`config.mk`:
```
export PLATFORM = sky130hd
export DESIGN_NAME = led_indicator_timing_ctrl
export DESIGN_NICKNAME = d
export VERILOG_FILES = /design/src/led_ind_pkg.sv /design/src/led_indicator_timing_ctrl.sv /design/src/led_pin_drv.sv /design/src/led_tick_gen.sv
export SDC_FILE = /design/constraint.sdc
export NUM_CORES = 1
export LEC_CHECK = 0
export BUFFER_PORTS_ARGS = -buffer_cell sky130_fd_sc_hd__buf_2
export CAP_MARGIN = 0
export CORE_UTILIZATION = 50
export CTS_CLUSTER_SIZE = 20
export DETAILED_ROUTE_END_ITERATION = 16
export PLACE_DENSITY = 0.66
export SLEW_MARGIN = 10
export SYNTH_ARGS = -nofsm -noshare
export SYNTH_HDL_FRONTEND = slang
export SYNTH_HIERARCHICAL = 1
export SYNTH_SLANG_ARGS = --single-unit
```
`constraint.sdc`:
```
create_clock -name clk_sys -period 8.6 [get_ports clk_sys]
set_clock_uncertainty 0.15 [all_clocks]
set_input_delay 0.86 -clock clk_sys [delete_from_list [all_inputs] [get_ports clk_sys]]
set_output_delay 0.86 -clock clk_sys [all_outputs]
set_load 0.05 [all_outputs]
```
`src/led_ind_pkg.sv`:
```
// Purpose: Shared constants and types of the extra LED and LED timer block.
// Assumes: Core clock of 250 MHz; registers are 16 bits wide.
// Notes:   Register offsets are the printed ones, used directly as addresses.
`default_nettype none
package led_ind_pkg;
  // Clock and timing
  localparam int unsigned CLK_PERIOD_NS = 4;
  localparam int unsigned TICK_NS       = 1000000;
  localparam int unsigned TICK_CYC      = TICK_NS / CLK_PERIOD_NS;
  localparam logic [10:0] STRETCH_BASE_MS = 11'h015;
  // Periods in ms for codes 0..4 (42, 84, 170, 340, 670)
  localparam logic [4:0][9:0] PERIOD_MS = {10'h29e, 10'h154, 10'h0aa, 10'h054, 10'h02a};

  // Register offsets and reset values
  localparam logic [4:0]  OFF_TIMER = 5'h12;
  localparam logic [4:0]  OFF_FUNC  = 5'h13;
  localparam logic [15:0] TIMER_RST = 16'h4b05;
  localparam logic [15:0] FUNC_RST  = 16'h0073;

  // Field positions, timer control register
  localparam int FORCE_INT_BIT = 15;
  localparam int STRETCH_LSB   = 12;
  localparam int BLINK_LSB     = 8;
  localparam int SPD_OFF_LSB   = 2;
  localparam int SPD_ON_LSB    = 0;
  // Field positions, extra LED register
  localparam int MAP3_BIT = 15;
  localparam int MAP2_BIT = 14;
  localparam int POL5_LSB = 10;
  localparam int POL4_LSB = 8;
  localparam int CTL5_LSB = 4;
  localparam int CTL4_LSB = 0;

  // Mix percentage full scale (100 %)
  localparam logic [3:0] MIX_FULL = 4'h8;

  // Link status seen by the indicators
  typedef struct packed {
    logic       link;
    logic       act;
    logic       rx;
    logic       tx;
    logic       fdx;
    logic       col;
    logic [1:0] spd;
  } status_t;

  // Pin as output value and output enable
  typedef struct packed {
    logic o;
    logic oe;
  } pin_t;

  typedef enum logic [1:0] {SP_GAP, SP_ON, SP_OFF} sp_state_t;

  typedef struct packed {
    logic [19:0] pre;
    logic        tick;
    logic [9:0]  bl_cnt;
    logic        bl_ph;
    sp_state_t   sp;
    logic [9:0]  sp_cnt;
    logic [1:0]  sp_left;
  } tick_st_t;

  typedef struct packed {
    logic [15:0]      timer;
    logic [15:0]      func;
    logic [15:0]      rdata;
    logic             irq_n;
    logic [2:0][10:0] str_cnt;
    logic [2:0]       pwm;
    pin_t             led5;
    pin_t             led4;
    pin_t             led3;
    pin_t             led2;
  } main_st_t;
endpackage
`default_nettype wire

```
`src/led_indicator_timing_ctrl.sv`:
```
// Purpose: LED timer control, extra LED function and polarity, pin mapping.
// Assumes: Status inputs come from logic on clk_sys; no synchroniser needed.
// Notes:   nrst is the hardware reset; sw_rst keeps all register fields.
//
// Function
// Force-interrupt bit holds the interrupt output asserted.
// Stretch field sets minimum activity on time; 000 disables; reset 100.
// Each stretch code step doubles the window, 21 ms at code 001.
// Blink field picks 42, 84, 170, 340, 670 ms; reset 340 ms.
// Speed pulse on and off fields pick 84..670 ms; reset 170 ms.
// Upper mapping bit drives third LED pin with sixth LED function.
// Lower mapping bit drives second-index pin with fifth LED function.
// Sixth LED polarity picks high/low drive and tristate when off.
// Fifth LED polarity uses the same four drive encodings.
// Fifth LED dual mode makes sixth LED control field ineffective.
// Codes 0000-0010: receive, link with activity blink, link with rx blink.
// Codes 0011-0101: on activity, blink activity, on transmit.
// Codes 0110-0111: on full duplex, the latter blinking on collision.
// Codes 1000-1011 force off, on, high-z, blink; sixth 11xx reserved.
// Fifth LED codes 1100, 1101, 1111 select dual-LED modes.
// Dual modes mix colours by a 12.5 percent step percentage; only code 1111 mixes, 1100 and 1101 pick by speed.
// Fields take defaults on hardware reset and keep them on soft reset.
// Blink and stretch timing share one free-running prescaler.
`default_nettype none
module led_indicator_timing_ctrl #(
  parameter int unsigned TICK_CYC = led_ind_pkg::TICK_CYC
) (
  // Clock and resets
  input  wire logic                 clk_sys,
  input  wire logic                 nrst,
  input  wire logic                 sw_rst,
  // Register port
  input  wire logic [4:0]           addr,
  input  wire logic [15:0]          wdata,
  input  wire logic                 wr,
  input  wire logic                 rd,
  output logic      [15:0]          rdata,
  // Link status and mix percentage
  input  wire led_ind_pkg::status_t st,
  input  wire logic [3:0]           mix_pct,
  // Interrupt
  input  wire logic                 irq_req,
  output logic                      irq_n,
  // Own drive of the third and second-index pins
  input  wire led_ind_pkg::pin_t    led3_own,
  input  wire led_ind_pkg::pin_t    led2_own,
  // Pins
  output led_ind_pkg::pin_t         led5_pin,
  output led_ind_pkg::pin_t         led4_pin,
  output led_ind_pkg::pin_t         led3_pin,
  output led_ind_pkg::pin_t         led2_pin,
  output logic                      speed_pulse
);
  led_ind_pkg::main_st_t q, d;
  led_ind_pkg::pin_t     drv5, drv4;
  logic [2:0]            raw, strd;
  logic [2:0]            str_code;
  logic [3:0]            ctl5, ctl4, pct;
  logic [1:0]            pol5, pol4, fn5, fn4, spd_cnt;
  logic                  ms_tick, blink, mix_on, dual;
  logic                  on5, on4, hiz5, hiz4;

  // Field views
  assign str_code = q.timer[led_ind_pkg::STRETCH_LSB +: 3];
  assign ctl5     = q.func[led_ind_pkg::CTL5_LSB +: 4];
  assign ctl4     = q.func[led_ind_pkg::CTL4_LSB +: 4];
  assign pol5     = q.func[led_ind_pkg::POL5_LSB +: 2];
  assign pol4     = q.func[led_ind_pkg::POL4_LSB +: 2];
  // dual mode detection
  assign dual     = (ctl4[3:2] == 2'h3);

  // Speed blink count: 1, 2, 3 for 10, 100, 1000 Mbps, 0 without link
  assign spd_cnt = (!st.link || st.spd == 2'h3) ? 2'h0 : st.spd + 2'h1;

  // shared prescaler, blink and speed timing
  led_tick_gen #(
    .TICK_CYC (TICK_CYC)
  ) u_tick (
    .clk_sys      (clk_sys),
    .nrst         (nrst),
    .sw_rst       (sw_rst),
    .blink_code   (q.timer[led_ind_pkg::BLINK_LSB +: 3]),
    .spd_on_code  (q.timer[led_ind_pkg::SPD_ON_LSB +: 2]),
    .spd_off_code (q.timer[led_ind_pkg::SPD_OFF_LSB +: 2]),
    .spd_count    (spd_cnt),
    .ms_tick      (ms_tick),
    .blink        (blink),
    .speed_pulse  (speed_pulse)
  );

  // Activity kinds that are stretched: activity, receive, transmit
  assign raw = {st.tx, st.rx, st.act};
  // stretched indication is raw or window still running
  always_comb begin
    for (int i = 0; i < 3; i++) begin
      strd[i] = raw[i] | (q.str_cnt[i] != 11'h000);
    end
  end

  // reserved percentages above full scale act as full scale
  assign pct    = (mix_pct > led_ind_pkg::MIX_FULL) ? led_ind_pkg::MIX_FULL : mix_pct;
  assign mix_on = ({1'b0, q.pwm} < pct);

  // Single LED function: returns {hiz, on}
  function automatic logic [1:0] led_fn(input logic [3:0] c,
                                        input logic [2:0] s,
                                        input led_ind_pkg::status_t t,
                                        input logic bl);
    logic [1:0] r;
    r = 2'h0;
    case (c)
      // receive and link based codes
      4'h0: r[0] = s[1];
      4'h1: r[0] = t.link & (s[0] ? bl : 1'b1);
      4'h2: r[0] = t.link & (s[1] ? bl : 1'b1);
      // activity and transmit codes
      4'h3: r[0] = s[0];
      4'h4: r[0] = s[0] & bl;
      4'h5: r[0] = s[2];
      // duplex codes
      4'h6: r[0] = t.link & t.fdx;
      4'h7: r[0] = t.link & t.fdx & (t.col ? bl : 1'b1);
      // forced states
      4'h8: r[0] = 1'b0;
      4'h9: r[0] = 1'b1;
      4'ha: r[1] = 1'b1;
      4'hb: r[0] = bl;
      default: r = 2'h0;
    endcase
    return r;
  endfunction

  // dual modes: returns {on5, on4}
  function automatic logic [1:0] dual_fn(input logic [3:0] c,
                                         input logic act_s,
                                         input led_ind_pkg::status_t t,
                                         input logic bl,
                                         input logic mx);
    logic [1:0] r;
    logic       g;
    logic       gig;
    r   = 2'h0;
    gig = (t.spd == 2'h2);
    g   = t.link & (act_s ? bl : 1'b1);
    case (c)
      4'hc: r = {t.link & ~gig, t.link & gig};
      4'hd: r = {g & ~gig, g & gig};
      // colour mix from the percentage
      4'hf: r = {g & ~mx, g & mx};
      default: r = 2'h0;
    endcase
    return r;
  endfunction

  // LED function decode
  always_comb begin
    fn4  = led_fn(ctl4, strd, st, blink);
    fn5  = led_fn((ctl5[3:2] == 2'h3) ? 4'hf : ctl5, strd, st, blink);
    hiz4 = fn4[1] & ~dual;
    hiz5 = fn5[1] & ~dual;
    on4  = fn4[0];
    on5  = fn5[0];
    // sixth LED follows the dual mode, not its own field
    if (dual) begin
      {on5, on4} = dual_fn(ctl4, strd[0], st, blink, mix_on);
    end
  end

  // sixth LED drive
  led_pin_drv u_drv5 (
    .on  (on5),
    .hiz (hiz5),
    .pol (pol5),
    .pin (drv5)
  );

  // fifth LED drive
  led_pin_drv u_drv4 (
    .on  (on4),
    .hiz (hiz4),
    .pol (pol4),
    .pin (drv4)
  );

  // Next state: registers, read data, stretch windows, pins
  always_comb begin
    d       = q;
    d.rdata = 16'h0000;
    // writes only; soft reset leaves the fields alone
    if (wr && addr == led_ind_pkg::OFF_TIMER) begin
      d.timer = wdata;
    end
    if (wr && addr == led_ind_pkg::OFF_FUNC) begin
      d.func = wdata;
    end
    // Read data stands one cycle; unmapped reads return zero
    if (rd) begin
      case (addr)
        led_ind_pkg::OFF_TIMER: d.rdata = q.timer;
        led_ind_pkg::OFF_FUNC:  d.rdata = q.func;
        default:                d.rdata = 16'h0000;
      endcase
    end
    // forced interrupt overrides normal requests
    d.irq_n = ~(q.timer[led_ind_pkg::FORCE_INT_BIT] | irq_req);
    // window doubles with each code step
    for (int i = 0; i < 3; i++) begin
      if (raw[i] && str_code != 3'h0) begin
        d.str_cnt[i] = 11'(led_ind_pkg::STRETCH_BASE_MS << (str_code - 3'h1));
      end else if (str_code == 3'h0) begin
        d.str_cnt[i] = 11'h000;
      end else if (ms_tick && q.str_cnt[i] != 11'h000) begin
        d.str_cnt[i] = q.str_cnt[i] - 11'h001;
      end
    end
    // Mix PWM runs every clock, eight slots of 12.5 percent
    d.pwm  = q.pwm + 3'h1;
    d.led5 = drv5;
    d.led4 = drv4;
    // third pin mapping
    d.led3 = q.func[led_ind_pkg::MAP3_BIT] ? drv5 : led3_own;
    // second-index pin mapping
    d.led2 = q.func[led_ind_pkg::MAP2_BIT] ? drv4 : led2_own;
    // Soft reset clears transient state only
    if (sw_rst) begin
      d.str_cnt = '0;
      d.pwm     = 3'h0;
    end
  end

  // hardware reset loads the defaults
  always_ff @(posedge clk_sys) begin
    if (!nrst) begin
      q       <= '0;
      q.timer <= led_ind_pkg::TIMER_RST;
      q.func  <= led_ind_pkg::FUNC_RST;
      q.irq_n <= 1'b1;
    end else begin
      q <= d;
    end
  end

  // Outputs straight from the state register
  assign rdata    = q.rdata;
  assign irq_n    = q.irq_n;
  assign led5_pin = q.led5;
  assign led4_pin = q.led4;
  assign led3_pin = q.led3;
  assign led2_pin = q.led2;
endmodule
`default_nettype wire

```
`src/led_pin_drv.sv`:
```
// Purpose: Turns an on/off indication into pin value and enable.
// Assumes: Polarity codes as in the extra LED register.
// Notes:   Purely combinational; the caller registers the result.
`default_nettype none
module led_pin_drv (
  // Indication
  input  wire logic              on,
  input  wire logic              hiz,
  input  wire logic [1:0]        pol,
  // Pin
  output led_ind_pkg::pin_t      pin
);
  // Pol[1] tristates when off, pol[0] is the level when on
  always_comb begin
    pin.o  = 1'b0;
    pin.oe = 1'b0;
    if (!hiz) begin
      if (on) begin
        pin.o  = pol[0];
        pin.oe = 1'b1;
      end else if (!pol[1]) begin
        pin.o  = ~pol[0];
        pin.oe = 1'b1;
      end
    end
  end
endmodule
`default_nettype wire

```
`src/led_tick_gen.sv`:
```
// Purpose: Shared ms prescaler, blink square wave and speed pulse train.
// Assumes: One instance per port so every LED blinks in phase.
// Notes:   Period changes take effect at the next compare.
`default_nettype none
module led_tick_gen #(
  parameter int unsigned TICK_CYC = led_ind_pkg::TICK_CYC
) (
  // Clock and reset
  input  wire logic       clk_sys,
  input  wire logic       nrst,
  input  wire logic       sw_rst,
  // Settings
  input  wire logic [2:0] blink_code,
  input  wire logic [1:0] spd_on_code,
  input  wire logic [1:0] spd_off_code,
  input  wire logic [1:0] spd_count,
  // Outputs
  output logic            ms_tick,
  output logic            blink,
  output logic            speed_pulse
);
  led_ind_pkg::tick_st_t q, d;
  logic [9:0] half;

  // blink half period; reserved codes fall back to the slowest rate
  assign half = (blink_code > 3'h4) ? (led_ind_pkg::PERIOD_MS[4] >> 1)
                                    : (led_ind_pkg::PERIOD_MS[blink_code] >> 1);

  // Next state
  always_comb begin
    d      = q;
    d.tick = 1'b0;
    if (q.pre >= 20'(TICK_CYC - 1)) begin
      d.pre  = '0;
      d.tick = 1'b1;
    end else begin
      d.pre = q.pre + 20'h00001;
    end
    // Blink half-period count
    if (q.tick) begin
      if (q.bl_cnt >= half - 10'h001) begin
        d.bl_cnt = '0;
        d.bl_ph  = ~q.bl_ph;
      end else begin
        d.bl_cnt = q.bl_cnt + 10'h001;
      end
    end
    // speed pulse train: gap, then on/off pairs
    // Index widened to 3 bits so code 11 reaches 670 ms instead of wrapping
    if (q.tick) begin
      d.sp_cnt = q.sp_cnt + 10'h001;
      case (q.sp)
        led_ind_pkg::SP_GAP: begin
          if (q.sp_cnt >= led_ind_pkg::PERIOD_MS[3'(spd_off_code) + 3'h1] - 10'h001) begin
            d.sp_cnt  = '0;
            d.sp_left = spd_count;
            if (spd_count != 2'h0) begin
              d.sp = led_ind_pkg::SP_ON;
            end
          end
        end
        led_ind_pkg::SP_ON: begin
          if (q.sp_cnt >= led_ind_pkg::PERIOD_MS[3'(spd_on_code) + 3'h1] - 10'h001) begin
            d.sp_cnt  = '0;
            d.sp_left = q.sp_left - 2'h1;
            d.sp      = led_ind_pkg::SP_OFF;
          end
        end
        led_ind_pkg::SP_OFF: begin
          if (q.sp_cnt >= led_ind_pkg::PERIOD_MS[3'(spd_off_code) + 3'h1] - 10'h001) begin
            d.sp_cnt = '0;
            d.sp     = (q.sp_left == 2'h0) ? led_ind_pkg::SP_GAP : led_ind_pkg::SP_ON;
          end
        end
        default: d.sp = led_ind_pkg::SP_GAP;
      endcase
    end
    if (sw_rst) begin
      d = '0;
    end
  end

  // State register; reset restarts the shared phase
  always_ff @(posedge clk_sys) begin
    if (!nrst) begin
      q <= '0;
    end else begin
      q <= d;
    end
  end

  assign ms_tick     = q.tick;
  assign blink       = q.bl_ph;
  assign speed_pulse = (q.sp == led_ind_pkg::SP_ON);
endmodule
`default_nettype wire

```
==> results by group, run 1 <==
Outcome
  • Status: finished clean

Power
  • Power per standard cell area: around 180 mW/mm^2
  • Total power: around 1500 uW
  • Leak: 0.00353 uW
  • Internal power: ~1100 uW
  • Switching pwr: 378 uW
  • Net switching fraction of the power: between 20% and 30%
  • Clock share of power: approximately 46%
  • Maximum VDD drop: 0.000143 V
  • Reg power frac: a little over two fifths
  • Comb power frac: 9.9%

Synth
  • Post-Syn Instances: roughly 960
  • Synthesis-stage register bit count: ~140
  • Register area share after synthesis: 35.9%
  • Synth area leaders: dfxtp_1, ha_1, nand2_1, nor2_1, mux2i_1
  • Warnings, synthesis: 6
  • Top FF cell, synth: dfxtp_1
  • EDFF count, synth: 0
  • Cell taking the most area after synthesis: dfxtp_1
  • Avg Cell Area, Syn: just over 8 sq um
  • Synth top area share: between 30% and 40%
  • Synth unique cells: 74
  • Fraction of registers with async set/reset: 0%
  • Area of the mapped netlist: between 0.007 and 0.008 sq mm

Detailed routing
  • Vias per inst: ~5.6
  • WL final: around 18000 um
  • DRT iter0 DRCs: 395
  • DR vias: about 6700
  • Drc violations: 0
  • DRT Pass-1 Iters: 5
  • Antenna-violating nets left: 0
  • Per-cell routed wire length: between 10 and 15 um

Finish
  • Fin nets: around 1100
  • ANT cells: 0
  • Share of layout cells above drive strength 1: 12.6%
  • Area Overhead vs Synth: 10.6%
  • FILL cells: 1412

GRT
  • Initial antenna violation count: 0
  • Total GRT Usage: around 23%
  • Largest net degree at the start of global routing: 47
  • Grt ovf: 0
  • First-pass GRT wire length: approximately 30000 um
  • Vias in the first global route: 6178

Placed design
  • GP Congestion: just over 0.8
  • Port Buffer Count: between 60 and 70
  • DPL Wire Length: about 12000 um

STA
  • Rel. slew slack: 34.5%
  • Fin Hold WS: slightly below 0.3 ns
  • Post-layout min period: between 3 and 4 ns
  • Fmax: 296 MHz
  • Setup TNS: 0 ns
  • Final setup fails: 0
  • Worst-margin pin slew: approximately 1 ns
  • Final Hold Viols: 0
  • Slew Viols, Final: 0
  • Unrepaired setup endpoints after global routing: no
  • Final period utilization: 39.3%

Worst setup path
  • Worst setup startpoint: q[11]$_SDFFE_PP0P_
  • CP delay by family, top: simple AND/OR/NAND/NOR gates
  • CP bufs+invs: 1
  • Reg2Reg Depth: 11
  • FF-to-FF Start: q[11]$_SDFFE_PP0P_
  • CP Launch Type: flop
  • Crit path max fanout: 8
  • Worst path max stage delay: 0.50 ns
  • Worst Path Required: just under 9 ns
  • Cell Chain, Critical Path: inv_1 > ha_1 > or3b_2 > nor4b_4 > o2bb2ai_1 > a32o_1 > or4_1 > or3_1 > a21oi_1 > mux2i_1 > nor2b_1
  • Crit path kind: flop to flop
  • Slowest stage cell, crit path: or3b_2
  • Arrival @ worst endpoint: 3.58 ns
  • RR Endpoint: led3_pin[1]$_SDFF_PN0_
  • CP Capture Type: flop
  • R2r setup slk: about 5.2 ns

Floorplan
  • Die area: about 0.016 sq mm
  • Die width: about 130 um
  • Initial core utilization: roughly 50%
  • Die H: 127 um
  • Site row count: 45
  • Core area: between 0.015 and 0.02 sq mm
  • Io pins: 69

Clock tree
  • CTS H-tree lvls: 4
  • Largest buffer count on any clock path: 2
  • Inserted Clock Buffers: 17
  • Hold buffers post-CTS: 0
  • Clock transition at path regs: 0.06 ns
  • Clock Latency Late Sink: roughly 0.42 ns
  • Root buf cell: clkbuf_16
  • Post-cts resize count: 0
  • Setup bufs post-CTS: 0
  • # clock sinks: ~140
  • CTS tree: yes

Min path
  • Hold path cells: 1
  • Hold wc startpoint: u_tick/q[26]$_SDFF_PP0_
  • HP Class: flop to flop
  • WHS Endpoint: u_tick/q[26]$_SDFF_PP0_

Job
  • MaxCap Viol Count: 0
## registers in the layout, indices dropped and copies added (netlist names)
name,cells
u_tick/ms_tick,1
irq_n,1
ctl4,4
q,56
led2_pin,2
rdata,16
led3_pin,2
pol5,2
led4_pin,2
u_tick/blink,1
ctl5,4
led5_pin,2
u_tick/q,44
pol4,2
## cell families (layout without fill, tap and decap cells)
kind of cell | after synthesis | count (layout) | synth area share [%]
compound gates | 181 | 181 | 16.3
xor+xnor | 42 | 42 | 4.74
fa+ha+maj | 43 | 43 | 6.94
buf+inv | 103 | 136 | 6.26
flops | 139 | 139 | 35.9
mux | 26 | 26 | 3.36
other cells | 2 | 3 | 0.0968
simple gates | 421 | 421 | 26.4
## worst max path at each step
stage | end | slack [ns] | cells after the start
6_report | led3_pin[1]$_SDFF_PN0_ | 5.22 | 11
5_1_grt | led3_pin[1]$_SDFF_PN0_ | 5.00 | 11
4_1_cts | led3_pin[1]$_SDFF_PN0_ | 5.21 | 11
3_5_place_dp | led3_pin[1]$_SDFF_PN0_ | 5.10 | 12
3_3_place_gp | led3_pin[1]$_SDFF_PN0_ | 5.16 | 9
2_1_floorplan | led3_pin[1]$_SDFF_PN0_ | 5.47 | 11
## stage by stage
stage / setup slack [ns] / instance area (sq um) / utilization [%] / cells
after detailed placement: 5.10 / 8010 / 52.9 / 1149
after global routing: 5.00 / 8570 / 56.6 / 1179
final: 5.22 / 8570 / 56.6 / 1179
after CTS: 5.21 / 8570 / 56.6 / 1179
after floorplan: 5.47 / 7760 / - / 958
after global placement: 5.16 / 8010 / 52.9 / 1149
## placed cells by master (no fill, tap or decap), drive strengths merged, types with 4 or more instances in the layout
master | Yosys | layout
dfxtp | 139 | 139
nand2 | 135 | 135
nor2 | 107 | 107
buf | 30 | 73
ha | 43 | 43
a21oi | 42 | 42
nand3 | 41 | 41
inv | 33 | 34
o21ai | 29 | 29
xor2 | 28 | 28
mux2i | 26 | 26
nor3 | 25 | 25
a21boi | 23 | 23
clkbuf | 40 | 18
nand2b | 16 | 16
nand4 | 16 | 16
nor2b | 14 | 14
xnor2 | 14 | 14
a211oi | 14 | 14
and3 | 12 | 12
nor4 | 12 | 12
or3 | 11 | 11
and2 | 9 | 9
clkinv | 0 | 8
o211ai | 7 | 7
a31oi | 7 | 7
o21a | 6 | 6
or4 | 6 | 6
a211o | 5 | 5
a21o | 5 | 5
a22oi | 5 | 5
o2111ai | 4 | 4
a32o | 4 | 4
or3b | 4 | 4
o31ai | 4 | 4
## layout make-up
class	instances	area [sq um]	area share [%]
Multi-Input combinational cell	716	4490	52.4
Sequential cell	139	2780	32.5
Clock buffer	18	439	5.12
Timing Repair Buffer	73	378	4.41
Tap cell	188	235	2.74
Clock inverter	12	124	1.44
Inverter	33	124	1.44
## synth_stat cells, types with 4 or more instances
| cell | instances |
|---|---|
| nor2_1 | 107 |
| or4_1 | 5 |
| mux2i_1 | 26 |
| inv_1 | 33 |
| a211o_1 | 5 |
| nor3_1 | 24 |
| and2_1 | 9 |
| or3_1 | 11 |
| o211ai_1 | 7 |
| buf_4 | 24 |
| o2111ai_1 | 4 |
| nand3_1 | 40 |
| a32o_1 | 4 |
| o21ai_0 | 27 |
| nand2b_1 | 16 |
| a21o_1 | 5 |
| xnor2_1 | 14 |
| a22oi_1 | 4 |
| nand2_1 | 135 |
| nand4_1 | 16 |
| a211oi_1 | 12 |
| clkbuf_1 | 40 |
| a21boi_0 | 18 |
| ha_1 | 43 |
| buf_1 | 4 |
| a21oi_1 | 42 |
| dfxtp_1 | 139 |
| nor4_1 | 9 |
| and3_1 | 12 |
| nor2b_1 | 14 |
| a31oi_1 | 7 |
| o21a_1 | 6 |
| xor2_1 | 28 |
| a21boi_1 | 5 |
## layer usage
metal  vias to the layer above  wire length, um  GRT usage [%]
li1                       3384                -              -
met1                      3098             8610           31.1
met2                       159             8020           37.2
met3                        14              828           4.85
met4                         0              204           7.30
met5                         -                0              0
## power groups by stage
stage          Clock [uW]  Sequential, uW  Combinational, uW
3_3_place_gp            0             682                149
3_5_place_dp            0             682                150
4_1_cts               717             668                151
2_1_floorplan           0             679                117
6_report              703             668                151
5_1_grt               745             670                168
(Power assumes the default switching activity.)
==> run 2: changes to the inputs <==
==> constraint.sdc (replaced) <==
create_clock -name clk_sys -period 3.4 [get_ports clk_sys]
set_clock_uncertainty 0.15 [all_clocks]
set_input_delay 0.34 -clock clk_sys [delete_from_list [all_inputs] [get_ports clk_sys]]
set_output_delay 0.34 -clock clk_sys [all_outputs]
set_load 0.05 [all_outputs]
==> run 2 against run 1 <==
Against the previous run: die area did not move; clock-buffer cell count shrank 1; combinational power grew to 2.7 times the previous value; register-to-register slack worse by 5.1 ns; non-clock buffer count is 30 higher; sequential power grew to 2.5 times the previous value; power rose to 2.7 times the previous value; largest power group unchanged; highest routed layer unchanged.
==> results by group, run 2 (synthesized netlist as in run 1, its figures left out) <==
Placed design
  • GP Congestion: 0.891 (was 0.814)
  • DPL Wire Length: 12600 um (was 12200 um)
  • Cells after DPL: 1165 (was 1149)
  • Port Buffer Count: 68 (unchanged)

Finish
  • Largest Register: q (unchanged)
  • Most frequent cells in the layout: dfxtp_1, nand2_1, nor2_1 (unchanged)
  • Final std cells w/o fill: 1211 (was 1179)
  • Fin nets: 1096 (was 1066)
  • Register area: 0.00278 sq mm (unchanged)
  • Max reg flops: 56 (unchanged)
  • ANT cells: 0 (unchanged)
  • Share of layout cells above drive strength 1: 14.2% (was 12.6%)
  • FILL cells: 1346 (was 1412)
  • Most common cell after layout, fill and taps aside: dfxtp_1 (unchanged)
  • Area occupied by multi-input gates: 0.00450 sq mm (was 0.00449 sq mm)
  • Area Overhead vs Synth: 14.9% (was 10.6%)

Worst setup path
  • Crit path max fanout: 5 (was 8)
  • Crit path kind: flop to flop (unchanged)
  • CP Launch Type: flop (unchanged)
  • Worst Path Required: 3.62 ns (was 8.80 ns)
  • Arrival @ worst endpoint: 3.49 ns (was 3.58 ns)
  • CP Capture Type: flop (unchanged)
  • Reg2Reg Depth: 11 (unchanged)

GRT
  • Total GRT Usage: 23.7% (was 23.2%)
  • Initial antenna violation count: 0 (unchanged)
  • First-pass GRT wire length: 30200 um (was 29900 um)
  • Grt ovf: 0 (unchanged)
  • Largest net degree at the start of global routing: 40 (was 47)
  • Vias in the first global route: 6152 (was 6178)

STA
  • Fmax: 306 MHz (was 296 MHz)
  • Final setup fails: 0 (unchanged)
  • Slew Viols, Final: 0 (unchanged)
  • Rel. slew slack: 50.2% (was 34.5%)
  • Setup TNS: 0 ns (unchanged)
  • Final period utilization: 96.2% (was 39.3%)
  • Worst-margin pin slew: 0.745 ns (was 0.975 ns)
  • Post-layout min period: 3.27 ns (was 3.38 ns)
  • Final Hold Viols: 0 (unchanged)

Clock tree
  • Clock Latency Late Sink: 0.43 ns (was 0.42 ns)
  • Root buf cell: clkbuf_16 (unchanged)
  • CTS tree: yes (unchanged)
  • CTS H-tree lvls: 4 (unchanged)
  • Largest buffer count on any clock path: 2 (unchanged)
  • Inserted Clock Buffers: 17 (unchanged)
  • # clock sinks: 139 (unchanged)
  • Setup bufs post-CTS: 0 (unchanged)
  • Clock transition at path regs: 0.07 ns (was 0.06 ns)

Detailed routing
  • Antenna-violating nets left: 0 (unchanged)
  • DR vias: 6774 (was 6655)
  • DRT Pass-1 Iters: 6 (was 5)
  • Per-cell routed wire length: 15.1 um (was 15.0 um)
  • Drc violations: 0 (unchanged)
  • WL final: 18200 um (was 17700 um)
  • Vias per inst: 5.59 (was 5.64)
  • DRT iter0 DRCs: 419 (was 395)

Floorplan
  • Core area: 0.0151 sq mm (unchanged)
  • Die width: 127 um (unchanged)
  • Site row count: 45 (unchanged)
  • Die H: 127 um (unchanged)
  • Initial core utilization: 51.2% (unchanged)
  • Io pins: 69 (unchanged)
  • Die area: 0.0160 sq mm (unchanged)

Power
  • Power per standard cell area: 459 mW/mm^2 (was 178 mW/mm^2)
  • Leak: 0.00369 uW (was 0.00353 uW)
  • Maximum VDD drop: 0.000370 V (was 0.000143 V)

Job
  • MaxCap Viol Count: 0 (unchanged)

Outcome
  • Status: finished clean (unchanged)

Min path
  • Hold path cells: 3 (was 1)
  • HP Class: input port to flop (was flop to flop)
[run 2: changes by cell type in the layout (fill, tap and decap cells not counted), moves of 2 or more]
cell           change
inv_6              +5
buf_4             +16
inv_8              +2
clkinv_2           -6
dlygate4sd3_1     +14
[run 2: critical path, stage by stage (launching register included)]
cell and delay, ns:
dfxtp_1 0.34, inv_1 0.11, ha_1 0.16, or3b_2 0.51, nor4b_4 0.39, o2bb2ai_1 0.10, a32o_1 0.26, or4_4 0.44
or3_1 0.41, a21oi_2 0.17, mux2i_1 0.09, nor2b_1 0.10
[run 2: metrics by stage]
stage               utilization [%]  hold WS [ns]  setup slack [ns]  power [uW]  instance area (sq um)
global route                   58.8        0.0239           -0.0246        4250                   8910
detailed placement             53.7         0.282             0.111        2120                   8130
CTS                            58.8       0.00266            0.0937        4130                   8900
finish                         58.8        0.0243             0.129        4090                   8910
floorplan                         -         0.263             0.343        2010                   7760
global placement               53.7         0.274             0.197        2120                   8130
[run 2: routing by layer]
metal / vias to the layer above / track usage [%] / part of all wire (%)
met2: 164 / 37.3 / 45
li1: 3443 / - / -
met1: 3141 / 32.4 / 48
met3: 26 / 4.72 / 4.6
met5: - / 0 / 0
met4: 0 / 8.01 / 1.6
[run 2: power breakdown]
part / internal (uW) / total (uW) / switching [uW]
Sequential: 1660 / 1690 / 28.2
Clock: 1190 / 1990 / 802
Combinational: 170 / 414 / 243
[run 2: final cells by class]
class | count | area share [%]
repair buffers | 103 | 7.16
clock inverters | 15 | 2.32
clock buffers | 17 | 4.77
flip-flops and latches | 139 | 31.2
multi-input cells | 716 | 50.5
inverters | 33 | 1.39
well taps | 188 | 2.64
[run 2: path summary, 6_finish.rpt]
check | from | to | slack, ns
setup / recovery | q[11]$_SDFFE_PP0P_ | led3_pin[1]$_SDFF_PN0_ | 0.13
setup reg to reg | q[11]$_SDFFE_PP0P_ | led3_pin[1]$_SDFF_PN0_ | 0.13
hold reg to reg | u_tick/q[26]$_SDFF_PP0_ | u_tick/q[26]$_SDFF_PP0_ | 0.29
hold / removal | wdata[10] | pol5[0]$_SDFFE_PN0P_ | 0.02
[run 2: what timing repair did]
action,4_1_cts,5_1_grt
resized for setup,0,2
setup endpoints to repair,0,1
hold buffers,14,0
hold endpoints to repair,16,0
==> run 3: changes to the inputs <==
--- a/config.mk
+++ b/config.mk
@@ -8,6 +8,7 @@
 export BUFFER_PORTS_ARGS = -buffer_cell sky130_fd_sc_hd__buf_2
 export CAP_MARGIN = 0
 export CORE_UTILIZATION = 50
+export CTS_BUF_LIST = sky130_fd_sc_hd__clkbuf_2
 export CTS_CLUSTER_SIZE = 20
 export DETAILED_ROUTE_END_ITERATION = 16
 export PLACE_DENSITY = 0.66
==> run 3 against run 2 <==
Against the previous run: clock power down 42%; register-to-register slack worse by 0.05 ns; flip-flop and latch count unchanged; non-clock buffer count up 26; cell area down 0.86%; largest power group is now sequential cells.
==> results by group, run 3 (synthesized netlist as in run 1, its figures left out) <==
Worst setup path
  • CP delay by family, top: simple AND/OR/NAND/NOR gates (unchanged)
  • Slowest stage cell, crit path: or3b_2 (unchanged)
  • Arrival @ worst endpoint: 3.89 ns (was 3.49 ns)
  • CP Capture Type: flop (unchanged)
  • Cell Chain, Critical Path: inv_1 > ha_1 > or3b_2 > nor4b_4 > o2bb2ai_1 > a32o_1 > or4_4 > or3_1 > a21oi_2 > mux2i_1 > nor2b_1 (unchanged)
  • CP bufs+invs: 1 (unchanged)
  • Worst path max stage delay: 0.51 ns (about the same)
  • Worst Path Required: 3.97 ns (was 3.62 ns)
  • Crit path max fanout: 5 (unchanged)
  • Crit path kind: flop to flop (unchanged)
  • CP Launch Type: flop (unchanged)

Clock tree
  • Setup bufs post-CTS: 0 (unchanged)
  • Inserted Clock Buffers: 17 (unchanged)
  • Clock transition at path regs: 0.25 ns (was 0.07 ns)
  • Root buf cell: clkbuf_2 (was clkbuf_16)
  • Clock Latency Late Sink: 0.75 ns (was 0.43 ns)
  • CTS tree: yes (unchanged)
  • # clock sinks: 139 (unchanged)
  • Largest buffer count on any clock path: 2 (unchanged)
  • CTS H-tree lvls: 4 (unchanged)

Detailed routing
  • Per-cell routed wire length: 15.2 um (was 15.1 um)
  • DRT iter0 DRCs: 427 (was 419)
  • DRT Pass-1 Iters: 5 (was 6)
  • DR vias: 6928 (was 6774)
  • WL final: 18800 um (was 18200 um)
  • Antenna-violating nets left: 0 (unchanged)
  • Drc violations: 0 (unchanged)
  • Vias per inst: 5.60 (was 5.59)

STA
  • Rel. slew slack: 50.6% (was 50.2%)
  • Fmax: 301 MHz (was 306 MHz)
  • Final setup fails: 0 (unchanged)
  • Worst-margin pin slew: 0.739 ns (was 0.745 ns)
  • Final worst slack: 0.0771 ns (was 0.129 ns)
  • Post-layout min period: 3.32 ns (was 3.27 ns)
  • Slew Viols, Final: 0 (unchanged)
  • Final period utilization: 97.7% (was 96.2%)
  • Final Hold Viols: 0 (unchanged)
  • Setup TNS: 0 ns (unchanged)

GRT
  • Met2 GRT Util: 38.6% (was 37.3%)
  • First-pass GRT wire length: 30700 um (was 30200 um)
  • GRT met3 Usage: 4.64% (was 4.72%)
  • Busiest layer in global routing: met2 (unchanged)
  • Vias in the first global route: 6352 (was 6152)
  • Met1 usage: 32.2% (was 32.4%)
  • Largest net degree at the start of global routing: 40 (unchanged)
  • Grt ovf: 0 (unchanged)
  • Initial antenna violation count: 1 (was 0)
  • Total GRT Usage: 24.0% (was 23.7%)

Min path
  • HP Class: input port to flop (unchanged)

Floorplan
  • Site row count: 45 (unchanged)
  • Initial core utilization: 51.2% (unchanged)
  • Die area: 0.0160 sq mm (unchanged)
  • Io pins: 69 (unchanged)
  • Core area: 0.0151 sq mm (unchanged)
  • Die H: 127 um (unchanged)
  • Die width: 127 um (unchanged)

Finish
  • Most frequent cells in the layout: dfxtp_1, nand2_1, nor2_1 (unchanged)
  • Fin nets: 1122 (was 1096)
  • Share of layout cells above drive strength 1: 13.9% (was 14.2%)
  • Most common cell after layout, fill and taps aside: dfxtp_1 (unchanged)
  • Area Overhead vs Synth: 13.9% (was 14.9%)
  • Max reg flops: 56 (unchanged)
  • Largest Register: q (unchanged)

Power
  • Power per standard cell area: 371 mW/mm^2 (was 459 mW/mm^2)
  • Leak: 0.00364 uW (was 0.00369 uW)
  • Maximum VDD drop: 0.000265 V (was 0.000370 V)

Job
  • MaxCap Viol Count: 0 (unchanged)

Placed design
  • DPL Wire Length: 12600 um (unchanged)
  • Worst slack, placed: 0.111 ns (unchanged)
  • GP Congestion: 0.891 (unchanged)
  • Port Buffer Count: 68 (unchanged)

Outcome
  • Status: finished clean (unchanged)
==> run 3: timing repair <==
action / in CTS / in global routing
resized for setup: 0 / 3
endpoints found under the hold margin: 87 / 0
hold buffers: 40 / 0
endpoints found under the setup margin: 0 / 1
==> run 3: area by class of cell <==
class / count / area, sq um
repair buffers: 129 / 898
diodes: 1 / 2.50
well taps: 188 / 235
inverters: 33 / 124
multi-input cells: 716 / 4500
clock inverters: 15 / 206
flip-flops and latches: 139 / 2780
clock buffers: 17 / 85.1
fillers: 1353 / 6310
==> run 3: worst min-delay path: stages <==
cell and delay (ns):
buf_2 0.18, nand2b_1 0.12, nor2_1 0.05, a22oi_1 0.16, a211oi_1 0.09
==> run 3: metrics by stage <==
step | hold slack, ns | std cells | util [%] | cell area [sq um] | power [uW]
floorplan | 0.263 | 958 | - | 7760 | 2010
global placement | 0.274 | 1165 | 53.7 | 8130 | 2120
detailed placement | 0.282 | 1165 | 53.7 | 8130 | 2120
CTS | 0.00557 | 1237 | 58.2 | 8820 | 3310
global route | 0.0481 | 1238 | 58.3 | 8830 | 3430
finish | 0.0983 | 1238 | 58.3 | 8830 | 3280
==> run 3: report_power, final <==
part,switching [uW],internal (uW),total (uW)
combinational,247,185,433
clock,708,445,1150
sequential,28.1,1660,1690
==> run 3: routing by layer <==
metal,vias up,routed length [um]
met5,-,0
met4,0,311
met3,24,1020
met2,191,8700
met1,3211,8760
li1,3502,-
==> run 3: path summary, 6_finish.rpt <==
kind                              end  cells past startpoint                    start  slack (ns)
min          u_tick/q[1]$_SDFFE_PP0P_                      5                    st[7]         0.1
max            led3_pin[1]$_SDFF_PN0_                     11       q[11]$_SDFFE_PP0P_        0.08
min reg2reg   u_tick/q[26]$_SDFF_PP0_                      1  u_tick/q[26]$_SDFF_PP0_        0.30
max reg2reg    led3_pin[1]$_SDFF_PN0_                     11       q[11]$_SDFFE_PP0P_        0.08
